<file path="src/hdl/spi_cmd_pkg.sv">
// Package for the serial register-access command engine.
// Assumes a 50 MHz core clock and an SPI mode 0 master (idle-low clock, MSB first).
package spi_cmd_pkg;
	// ==========================================================
	// Protocol characters
	localparam logic [7:0] HDR1_CHAR = 8'hC1;
	localparam logic [7:0] HDR2_CHAR = 8'hC2;
	localparam logic [7:0] ACK_CHAR = 8'h41;
	localparam logic [7:0] NAK_CHAR = 8'h4E;
	localparam logic [7:0] CRC_POLY = 8'h31;
	localparam logic [7:0] CRC_INIT = 8'h00;
	// ==========================================================
	// Header fields
	localparam int OP_HI = 7;
	localparam int OP_LO = 6;
	localparam int LEN_HI = 5;
	localparam int LEN_LO = 4;
	localparam int ADDR_HI = 3;
	localparam logic [1:0] OP_READ = 2'h0;
	localparam logic [1:0] OP_WRITE = 2'h2;
	localparam int BYTE_BITS = 8;
	localparam logic [2:0] BIT_LAST = 3'h7;
	// ==========================================================
	// Register access
	localparam int ADDR_W = 12;
	localparam int DATA_W = 64;
	localparam logic [3:0] LEN_ONE = 4'h1;
	// ==========================================================
	// Timing
	localparam int CLK_HZ = 50000000;
	localparam int TIMEOUT_MS = 320;
	localparam int TIMEOUT_CYC = TIMEOUT_MS * (CLK_HZ / 1000);
	typedef enum logic [2:0] {
		ST_HDR1,
		ST_HDR2,
		ST_WDATA,
		ST_WCRC,
		ST_BUSY,
		ST_RDATA,
		ST_RCRC
	} cmd_state_t;
endpackage

</file>
<file path="src/hdl/reg_req_if.sv">
// Interface carrying register requests from the command engine to the register port.
// Assumes one clock domain; request is a one-cycle pulse, done a one-cycle pulse.
`timescale 1ns/1ps
`default_nettype none
interface reg_req_if;
	logic req;
	logic wr;
	logic [11:0] addr;
	logic [3:0] len;
	logic [63:0] wdata;
	logic done;
	logic [63:0] rdata;
	modport engine (output req, output wr, output addr, output len, output wdata, input done, input rdata);
	modport port (input req, input wr, input addr, input len, input wdata, output done, output rdata);
endinterface
`default_nettype wire

</file>
<file path="src/hdl/reg_port.sv">
// Register port: hands requests to the outside register space and waits for done.
// Assumes the register space answers each request with one done pulse.
`timescale 1ns/1ps
`default_nettype none
module reg_port (
	input wire logic core_clk,
	input wire logic nrst,
	reg_req_if.port rq,
	output logic ext_req_ff,
	output logic ext_wr_ff,
	output logic [11:0] ext_addr_ff,
	output logic [3:0] ext_len_ff,
	output logic [63:0] ext_wdata_ff,
	input wire logic ext_done,
	input wire logic [63:0] ext_rdata
);
	logic done_ff;
	logic [63:0] rdata_ff;
	assign rq.done = done_ff;
	assign rq.rdata = rdata_ff;
	always_ff @(posedge core_clk or negedge nrst) begin
		if (!nrst) begin
			ext_req_ff <= 1'b0;
			ext_wr_ff <= 1'b0;
			ext_addr_ff <= 12'h000;
			ext_len_ff <= 4'h0;
			ext_wdata_ff <= 64'h0;
			done_ff <= 1'b0;
			rdata_ff <= 64'h0;
		end else begin
			ext_req_ff <= rq.req;
			done_ff <= ext_done;
			if (rq.req) begin
				ext_wr_ff <= rq.wr;
				ext_addr_ff <= rq.addr;
				ext_len_ff <= rq.len;
				ext_wdata_ff <= rq.wdata;
			end
			if (ext_done) begin
				rdata_ff <= ext_rdata;
			end
		end
	end
endmodule
`default_nettype wire

</file>
<file path="src/hdl/spi_cmd_engine.sv">
// Serial register-access command engine, SPI mode 0 slave with byte protocol,
// optional CRC, transaction timeout and register-bus configuration.
// Assumes sclk <= core_clk/8 and the master spaces bytes as the protocol demands.
//
// The placing of the registers and the Avalon-MM slave port were decided locally.
`timescale 1ns/1ps
`default_nettype none
module spi_cmd_engine
	import spi_cmd_pkg::*;
#(
	parameter logic [31:0] TIMEOUT_DEFAULT = 32'(spi_cmd_pkg::TIMEOUT_CYC)
) (
	input wire logic core_clk,
	input wire logic nrst,
	input wire logic sclk,
	input wire logic ssel_n,
	input wire logic mosi,
	output logic miso_ff,
	output logic miso_oe_n_ff,
	input wire logic [3:0] avs_address,
	input wire logic avs_read,
	input wire logic avs_write,
	input wire logic [31:0] avs_writedata,
	output logic [31:0] avs_readdata_ff,
	output logic avs_waitrequest_ff,
	input wire logic calc_cycle_end,
	output logic ext_req_ff,
	output logic ext_wr_ff,
	output logic [11:0] ext_addr_ff,
	output logic [3:0] ext_len_ff,
	output logic [63:0] ext_wdata_ff,
	input wire logic ext_done,
	input wire logic [63:0] ext_rdata,
	output logic timeout_ff
);
	import spi_cmd_pkg::*;
	// ==========================================================
	// Register map of the control bus
	localparam logic [3:0] REG_CONFIG = 4'h0;
	localparam logic [3:0] REG_TIMEOUT = 4'h1;
	localparam logic [3:0] REG_STATUS = 4'h2;
	localparam int CFG_CRC_BIT = 0;
	localparam int CFG_DONE_BIT = 1;

	reg_req_if rq();
	reg_port u_port (
		.core_clk(core_clk),
		.nrst(nrst),
		.rq(rq),
		.ext_req_ff(ext_req_ff),
		.ext_wr_ff(ext_wr_ff),
		.ext_addr_ff(ext_addr_ff),
		.ext_len_ff(ext_len_ff),
		.ext_wdata_ff(ext_wdata_ff),
		.ext_done(ext_done),
		.ext_rdata(ext_rdata)
	);

	// ==========================================================
	// Synchronisers and edge detection
	logic [1:0] sclk_sync_ff, ssel_sync_ff, mosi_sync_ff;
	logic sclk_prev_ff;
	always_ff @(posedge core_clk or negedge nrst) begin
		if (!nrst) begin
			sclk_sync_ff <= 2'h0;
			ssel_sync_ff <= 2'h3;
			mosi_sync_ff <= 2'h0;
			sclk_prev_ff <= 1'b0;
		end else begin
			sclk_sync_ff <= {sclk_sync_ff[0], sclk};
			ssel_sync_ff <= {ssel_sync_ff[0], ssel_n};
			mosi_sync_ff <= {mosi_sync_ff[0], mosi};
			sclk_prev_ff <= sclk_sync_ff[1];
		end
	end
	wire selected = !ssel_sync_ff[1];
	wire sclk_rise = selected && sclk_sync_ff[1] && !sclk_prev_ff;
	wire sclk_fall = selected && !sclk_sync_ff[1] && sclk_prev_ff;

	// ==========================================================
	// Configuration, flag and bus slave
	logic crc_en_ff, calc_done_ff;
	logic [31:0] timeout_lim_ff;
	wire bus_wr = avs_write && !avs_waitrequest_ff;
	// Read data load as the request is taken, so they stand while waitrequest is low
	wire bus_rd = avs_read && avs_waitrequest_ff;
	wire [31:0] rd_mux = (avs_address == REG_CONFIG) ? {30'h0, calc_done_ff, crc_en_ff} :
		(avs_address == REG_TIMEOUT) ? timeout_lim_ff :
		(avs_address == REG_STATUS) ? {31'h0, timeout_ff} : 32'h0;
	wire clr_done = bus_wr && avs_address == REG_CONFIG && avs_writedata[CFG_DONE_BIT];
	always_ff @(posedge core_clk or negedge nrst) begin
		if (!nrst) begin
			crc_en_ff <= 1'b0;
			calc_done_ff <= 1'b0;
			timeout_lim_ff <= TIMEOUT_DEFAULT;
			avs_waitrequest_ff <= 1'b1;
			avs_readdata_ff <= 32'h0;
		end else begin
			avs_waitrequest_ff <= !((avs_read || avs_write) && avs_waitrequest_ff);
			if (bus_rd) begin
				avs_readdata_ff <= rd_mux;
			end
			if (bus_wr && avs_address == REG_CONFIG) begin
				crc_en_ff <= avs_writedata[CFG_CRC_BIT];
			end
			if (bus_wr && avs_address == REG_TIMEOUT) begin
				timeout_lim_ff <= avs_writedata;
			end
			// Set wins over clear; only software clears it
			calc_done_ff <= calc_cycle_end || (calc_done_ff && !clr_done);
		end
	end
	// ==========================================================
	// Byte shifter
	logic [2:0] bit_cnt_ff;
	logic [7:0] rx_sh_ff, tx_sh_ff;
	wire byte_done = sclk_rise && bit_cnt_ff == BIT_LAST;
	wire [7:0] rx_byte = {rx_sh_ff[6:0], mosi_sync_ff[1]};

	// ==========================================================
	// Command state
	cmd_state_t state_ff;
	logic [1:0] op_ff;
	logic [3:0] len_ff, cnt_ff;
	logic [11:0] addr_ff;
	logic [63:0] data_ff;
	logic [7:0] crc_ff;
	logic ack_sent_ff, busy_ff, req_ff;
	logic [31:0] tmr_ff;
	logic tmr_run_ff;

	function automatic logic [7:0] crc_step(input logic [7:0] c, input logic [7:0] d);
		logic [7:0] r;
		r = c ^ d;
		for (int i = 0; i < BYTE_BITS; i++) begin
			r = r[7] ? ((r << 1) ^ CRC_POLY) : (r << 1);
		end
		return r;
	endfunction

	wire [7:0] crc_nxt = crc_step(crc_ff, rx_byte);
	wire [3:0] hdr_len = LEN_ONE << rx_byte[LEN_HI:LEN_LO];
	wire hdr_ok = rx_byte[OP_HI:OP_LO] == OP_READ || rx_byte[OP_HI:OP_LO] == OP_WRITE;
	wire last_data = cnt_ff == len_ff - LEN_ONE;
	wire tmr_expired = tmr_run_ff && tmr_ff > timeout_lim_ff;
	// Index of the read byte that goes out next
	wire [2:0] rd_idx = state_ff == ST_RDATA ? cnt_ff[2:0] + 3'h1 : 3'h0;
	wire [5:0] rd_sel = {rd_idx, 3'h0};
	wire [7:0] rd_byte = rq.rdata[rd_sel +: 8];
	wire [7:0] ack_follow = op_ff == OP_WRITE ? HDR1_CHAR : rd_byte;

	// Byte loaded for the next transfer, chosen once the current byte ends
	logic [7:0] nxt_tx;
	always_comb begin
		nxt_tx = NAK_CHAR;
		case (state_ff)
			ST_HDR1: nxt_tx = hdr_ok ? HDR2_CHAR : HDR1_CHAR;
			ST_HDR2: nxt_tx = op_ff == OP_WRITE ? ACK_CHAR : NAK_CHAR;
			ST_WDATA: nxt_tx = last_data && !crc_en_ff ? NAK_CHAR : ACK_CHAR;
			ST_WCRC: nxt_tx = rx_byte == crc_ff ? NAK_CHAR : ACK_CHAR;
			ST_BUSY: nxt_tx = ack_sent_ff ? ack_follow : busy_ff ? NAK_CHAR : ACK_CHAR;
			ST_RDATA: nxt_tx = !last_data ? rd_byte : crc_en_ff ? crc_ff : HDR1_CHAR;
			ST_RCRC: nxt_tx = HDR1_CHAR;
			default: nxt_tx = HDR1_CHAR;
		endcase
	end

	assign rq.req = req_ff;
	assign rq.wr = op_ff == OP_WRITE;
	assign rq.addr = addr_ff;
	assign rq.len = len_ff;
	assign rq.wdata = data_ff;

	always_ff @(posedge core_clk or negedge nrst) begin
		if (!nrst) begin
			bit_cnt_ff <= 3'h0;
			rx_sh_ff <= 8'h00;
			tx_sh_ff <= HDR1_CHAR;
			miso_ff <= 1'b0;
			miso_oe_n_ff <= 1'b1;
		end else begin
			miso_oe_n_ff <= !selected;
			if (sclk_rise) begin
				rx_sh_ff <= rx_byte;
				bit_cnt_ff <= bit_cnt_ff + 3'h1;
			end
			// Mode 0: next bit goes out on the falling edge; the MSB waits in the byte gap
			if (sclk_fall && bit_cnt_ff != 3'h0) begin
				miso_ff <= tx_sh_ff[6];
				tx_sh_ff <= {tx_sh_ff[6:0], 1'b0};
			end else if (!selected || bit_cnt_ff == 3'h0 && !sclk_sync_ff[1]) begin
				miso_ff <= tx_sh_ff[7];
			end
			if (byte_done) begin
				tx_sh_ff <= nxt_tx;
			end
			// A dropped transaction restarts with a fresh header answer
			if (tmr_expired) begin
				bit_cnt_ff <= 3'h0;
				tx_sh_ff <= HDR1_CHAR;
			end
		end
	end
	// Command sequencer
	always_ff @(posedge core_clk or negedge nrst) begin
		if (!nrst) begin
			state_ff <= ST_HDR1;
			op_ff <= OP_READ;
			len_ff <= LEN_ONE;
			cnt_ff <= 4'h0;
			addr_ff <= 12'h000;
			data_ff <= 64'h0;
			crc_ff <= CRC_INIT;
			busy_ff <= 1'b0;
			req_ff <= 1'b0;
			ack_sent_ff <= 1'b0;
		end else begin
			req_ff <= 1'b0;
			if (rq.done) begin
				busy_ff <= 1'b0;
			end
			if (tmr_expired) begin
				state_ff <= ST_HDR1;
				busy_ff <= 1'b0;
				ack_sent_ff <= 1'b0;
			end else if (byte_done) begin
				case (state_ff)
					ST_HDR1: begin
						crc_ff <= crc_step(CRC_INIT, rx_byte);
						op_ff <= rx_byte[OP_HI:OP_LO];
						len_ff <= hdr_len;
						addr_ff[ADDR_W-1:8] <= rx_byte[ADDR_HI:0];
						state_ff <= hdr_ok ? ST_HDR2 : ST_HDR1;
					end
					ST_HDR2: begin
						crc_ff <= crc_nxt;
						addr_ff[7:0] <= rx_byte;
						cnt_ff <= 4'h0;
						data_ff <= 64'h0;
						if (op_ff == OP_WRITE) begin
							state_ff <= ST_WDATA;
						end else begin
							state_ff <= ST_BUSY;
							busy_ff <= 1'b1;
							req_ff <= 1'b1;
						end
					end
					ST_WDATA: begin
						crc_ff <= crc_nxt;
						data_ff[{cnt_ff[2:0], 3'h0} +: 8] <= rx_byte;
						cnt_ff <= cnt_ff + 4'h1;
						if (last_data) begin
							state_ff <= crc_en_ff ? ST_WCRC : ST_BUSY;
							busy_ff <= !crc_en_ff;
							req_ff <= !crc_en_ff;
						end
					end
					ST_WCRC: begin
						state_ff <= ST_BUSY;
						busy_ff <= rx_byte == crc_ff;
						req_ff <= rx_byte == crc_ff;
						// A rejected write has its final ACK already loaded
						ack_sent_ff <= rx_byte != crc_ff;
					end
					ST_BUSY: begin
						// Surplus bytes are sync bytes here, ignored while busy
						if (ack_sent_ff) begin
							ack_sent_ff <= 1'b0;
							cnt_ff <= 4'h0;
							state_ff <= op_ff == OP_WRITE ? ST_HDR1 : ST_RDATA;
							if (op_ff != OP_WRITE) begin
								crc_ff <= crc_step(crc_ff, rd_byte);
							end
						end else if (!busy_ff) begin
							ack_sent_ff <= 1'b1;
						end
					end
					ST_RDATA: begin
						// The CRC takes each data byte as it is loaded for sending
						cnt_ff <= cnt_ff + 4'h1;
						if (last_data) begin
							state_ff <= crc_en_ff ? ST_RCRC : ST_HDR1;
						end else begin
							crc_ff <= crc_step(crc_ff, rd_byte);
						end
					end
					ST_RCRC: state_ff <= ST_HDR1;
					default: state_ff <= ST_HDR1;
				endcase
			end
		end
	end

	// ==========================================================
	// Transaction timer, counted in core clocks
	wire txn_end = byte_done && (state_ff == ST_HDR1 ? !hdr_ok :
		(state_ff == ST_BUSY && ack_sent_ff && op_ff == OP_WRITE) ||
		(state_ff == ST_RDATA && last_data && !crc_en_ff) || state_ff == ST_RCRC);
	always_ff @(posedge core_clk or negedge nrst) begin
		if (!nrst) begin
			tmr_ff <= 32'h0;
			tmr_run_ff <= 1'b0;
			timeout_ff <= 1'b0;
		end else begin
			if (tmr_expired || txn_end) begin
				tmr_run_ff <= 1'b0;
				tmr_ff <= 32'h0;
			end else if (byte_done && state_ff == ST_HDR1) begin
				tmr_run_ff <= 1'b1;
				tmr_ff <= 32'h0;
			end else if (tmr_run_ff) begin
				tmr_ff <= tmr_ff + 32'h1;
			end
			if (tmr_expired) begin
				timeout_ff <= 1'b1;
			end else if (byte_done && state_ff == ST_HDR1) begin
				timeout_ff <= 1'b0;
			end
		end
	end
endmodule
`default_nettype wire

</file>
<file path="config.mk">
export PLATFORM = sky130hd
export DESIGN_NAME = spi_cmd_engine
export DESIGN_NICKNAME = d
export VERILOG_FILES = /design/src/hdl/spi_cmd_pkg.sv /design/src/hdl/reg_req_if.sv /design/src/hdl/reg_port.sv /design/src/hdl/spi_cmd_engine.sv
export SDC_FILE = /design/constraint.sdc
export NUM_CORES = 1
export LEC_CHECK = 0
export BUFFER_PORTS_ARGS = -buffer_cell sky130_fd_sc_hd__buf_4
export CORE_MARGIN = 3
export CORE_UTILIZATION = 58
export CTS_CLUSTER_DIAMETER = 120
export DETAILED_ROUTE_END_ITERATION = 8
export GPL_TIMING_DRIVEN = 0
export PLACE_DENSITY_LB_ADDON = 0.2
export SLEW_MARGIN = 0
export SYNTH_ARGS = -nofsm -noshare
export SYNTH_HDL_FRONTEND = slang
export SYNTH_SLANG_ARGS = --single-unit
export TNS_END_PERCENT = 30
</file>
<file path="constraint.sdc">
create_clock -name core_clk -period 4.2 [get_ports core_clk]
set_input_delay 0.84 -clock core_clk [delete_from_list [all_inputs] [get_ports core_clk]]
set_output_delay 0.84 -clock core_clk [all_outputs]
set_load 0.01 [all_outputs]
</file>
==> key figures <==
Clock network
  – Clock sinks: roughly 380
  – Hold buffers post-CTS: 0
  – Clock Pin Slew Worst Setup and Hold Paths: ~60 ps
  – CTS Root Cell: clkbuf_16
  – H-Tree Depth: 2
  – CTS tree: yes
  – Cts repair resizes: 0
  – Clk buf depth: 3
  – CTS buffer count: 40
  – Worst-Skew Late Latency: 530 ps
  – Post-CTS Setup Repair Bufs: 0

Detailed routing
  – Vias: between 10k and 15k
  – Post-route ant nets: 0
  – Initial DRC Count: ~760
  – Avg WL per Cell: approximately 20 um
  – Drt drc: 0
  – First-pass DRT Iterations: 5
  – Vias/cell: slightly below 6
  – Final wirelength: about 42 mm

Pwr
  – Leakage power total: about 10 nW
  – Power consumption: roughly 0.010 W
  – Clock share of power: between 30% and 40%
  – Net switching power: 0.00317 W
  – Worst vdd ir: just over 0.5 mV
  – P_int: around 0.0073 W
  – PD cells: around 500 nW/um^2
  – Sw frac: between 30% and 40%
  – Combinational share of power: approximately 26%
  – Seq pwr share: 39.8%

Final layout
  – Ant diodes: 0
  – Post-route cell area: between 20000 and 25000 sq um
  – Commonest non-fill, non-tap cell in the layout: dfrtp_1
  – Layout cell share with drive strength beyond 1: around 32%
  – Most frequent cells in the layout: 360 x dfrtp_1, 225 x buf_4, 201 x mux2_2
  – Final-stage net count: about 1.9k
  – # fillers: 2062
  – Area Overhead vs Synth: 20.8%

Placement
  – Dpl cell area: between 15000 and 20000 sq um
  – GPL Wtd Cong: between 0.9 and 1
  – Detailed-placement wirelength estimate: around 30 mm
  – PortBufs: approximately 230

Global routing
  – Vias in the first global route: 12.5k
  – Pin count of the biggest net entering global routing: 125
  – Met2 Usage GRT: a little over two fifths
  – Tot GR Track Use: a little over a quarter
  – GRT met3 Usage: under 10%
  – Initial antenna violation count: 0
  – Met1 GRT Util: 37.0%
  – First-pass GRT wire length: 66.6 mm
  – GR peak layer: met2
  – GR Overflow Total: 0

Floorplan
  – Initial Util: between 50% and 60%
  – # IOs: 227
  – Die ar.: roughly 32000 sq um
  – Row count: 62
  – Die height: ~180 um
  – Die width: about 180 um
  – Core Area: 29200 sq um

Timing
  – Fin crit period: roughly 3700 ps
  – Max-slew violation count: 0
  – Fmax: 271 MHz
  – Worst slew pin tran: 942 ps
  – Hold slack: about 190 ps
  – Final period util: roughly 88%
  – Slew margin rel.: between 30% and 40%
  – Final setup viols: 0
  – Clock Skews: 22.9 ps
  – Unrepaired setup endpoints after global routing: no
  – Final Hold Violating Endpoints: 0

Worst setup path
  – Crit path max fanout: 10
  – R2R Path Start: cnt_ff[0]
  – Crit path kind: flop to flop
  – R2r setup slk: between 500 and 600 ps
  – Critical Path Start Type: flop
  – Reg2reg end: crc_ff[6]
  – Critical Path RT: between 4000 and 5000 ps
  – WP data arrival: a little over 4000 ps
  – Worst setup EP type: flop
  – R2R depth: 13

Logic synthesis
  – Number of synthesized flops with an enable pin: 0
  – Yosys top cell area share: about half
  – Syn Nets: ~1.6k
  – Ys Warns: 0
  – Synth unique cells: 80
  – Seq/Total Area, Yosys: ~54%
  – Largest family of logic cells by synthesized area: multiplexers
  – Mapped cell area: between 15000 and 20000 sq um
  – Dominant cell type by area after synthesis: dfrtp_1
  – Post-synthesis compound-gate area fraction: roughly 11%
  – Main flop type after synthesis: dfrtp_1
  – Synth Area in Simple Gates: 8.74%
  – FFs w/ async S/R, synth: between 90% and 100%
  – Post-synthesis mux area share: between 10% and 20%
  – Syn Area/Cell: between 10 and 15 sq um
  – Post-synthesis cell count: 1434
  – Xor/xnor share of the synthesized area: approximately 5%
  – Ranking of synthesized cells by area: dfrtp_1 52%, mux2_2 13%, a22o_1 4.4%, ha_1 2.9%, xnor2_1 2.7%
  – FF+latch count, synth: 375
  – Adder-Cell Fraction of Synth Area: approximately 2.9%

Flow run
  – Number of max-capacitance violations reported: 0

Run status
  – Outcome: complete, no violations

Hold path
  – Hold Crit Class: primary input to asynchronous set/reset pin
-- stage by stage --
step	cells	setup TNS [ps]	util (%)	setup slack, ps
CTS	2118	0	72.1	471
global route	2118	0	72.1	272
finish	2118	0	72.1	507
floorplan	1434	0	-	1240
detailed placement	2047	0	67.5	514
global placement	2044	-431270	67.2	-1230
-- cells by family (layout without fill, tap and decap cells) --
family | count (synthesis) | count (layout)
multiplexers | 231 | 231
AO/OA/AOI/OAI | 266 | 266
adder cells (fa/ha/maj) | 40 | 40
AND/OR/NAND/NOR | 296 | 296
XOR/XNOR | 94 | 94
buffers and inverters | 132 | 432
flip-flops | 375 | 375
-- sequential cells by signal (all words and copies together), names as in the netlist, 3 cells and up --
signal               cells
addr_ff                 12
avs_readdata_ff         32
bit_cnt_ff               3
cnt_ff                   4
crc_ff                   8
data_ff                 64
len_ff                   4
rx_sh_ff                 7
state_ff                 3
timeout_lim_ff          32
tmr_ff                  32
tx_sh_ff                 8
u_port.ext_addr_ff      12
u_port.ext_len_ff        4
u_port.ext_wdata_ff     64
u_port.rq.rdata         64
-- Yosys cell counts (all sizes together) (4+ instances only) --
master and number:
or3 10, mux2 204, ha 40, nand2b 15
a31oi 8, mux2i 25, nand4 16, buf 27
o211ai 5, nor3 15, nand3 27, and2 6
a2111oi 4, o21ai 50, o22ai 4, a22o 87
inv 45, clkbuf 60, a21oi 52, nand2 78
dfstp 15, a211oi 10, a221oi 12, xnor2 56
o31ai 5, dfrtp 360, o2bb2ai 8, xor2 36
nor2b 7, nor2 92, nor4 7, and3 7
-- per-layer routing --
| layer | wire, um | vias up |
|---|---|---|
| met1 | 18800 | 6267 |
| li1 | - | 5653 |
| met5 | 0 | - |
| met2 | 20100 | 381 |
| met4 | 1110 | 0 |
| met3 | 2150 | 69 |
-- worst max path at each step --
stage | from | end | slack [ps] | cells past startpoint
CTS | timeout_lim_ff[21] | addr_ff[10] | 470 | 11
detailed placement | timeout_lim_ff[21] | addr_ff[10] | 510 | 11
global placement | nrst | u_port.ext_addr_ff[3] | -1230 | 1
finish | cnt_ff[0] | crc_ff[6] | 510 | 13
floorplan | timeout_lim_ff[21] | addr_ff[10] | 1240 | 11
global route | cnt_ff[0] | crc_ff[6] | 270 | 13
-- critical path, stage by stage (launching register included) --
cell	delay, ps
dfrtp_1	400
buf_6	160
inv_1	300
ha_1	420
nand4b_1	210
clkbuf_4	250
buf_2	270
a211oi_1	80
a31oi_1	530
xor2_1	160
xnor2_1	280
xnor2_1	140
a221oi_2	250
a21oi_1	90
-- power by group through the flow --
| stage | Combinational [W] | Sequential (W) | Clock [W] |
|---|---|---|---|
| after detailed placement | 0.00266 | 0.00421 | 0 |
| after floorplan | 0.00198 | 0.00415 | 0 |
| after CTS | 0.00269 | 0.00415 | 0.00364 |
| after global placement | 0.00258 | 0.00419 | 0 |
| after global routing | 0.00297 | 0.00419 | 0.00379 |
| final | 0.00270 | 0.00415 | 0.00359 |
-- cell type report --
| type | instances | area, sq um | share of cell area, % |
|---|---|---|---|
| timing repair buffer | 229 | 1790 | 8.49 |
| inverter | 45 | 169 | 0.803 |
| tap | 384 | 480 | 2.28 |
| sequential | 375 | 9400 | 44.7 |
| clock buffer | 58 | 1200 | 5.71 |
| buffer | 87 | 419 | 1.99 |
| multi-input combinational | 927 | 7420 | 35.3 |
| clock inverter | 13 | 156 | 0.743 |
(Power assumes the default switching activity.)
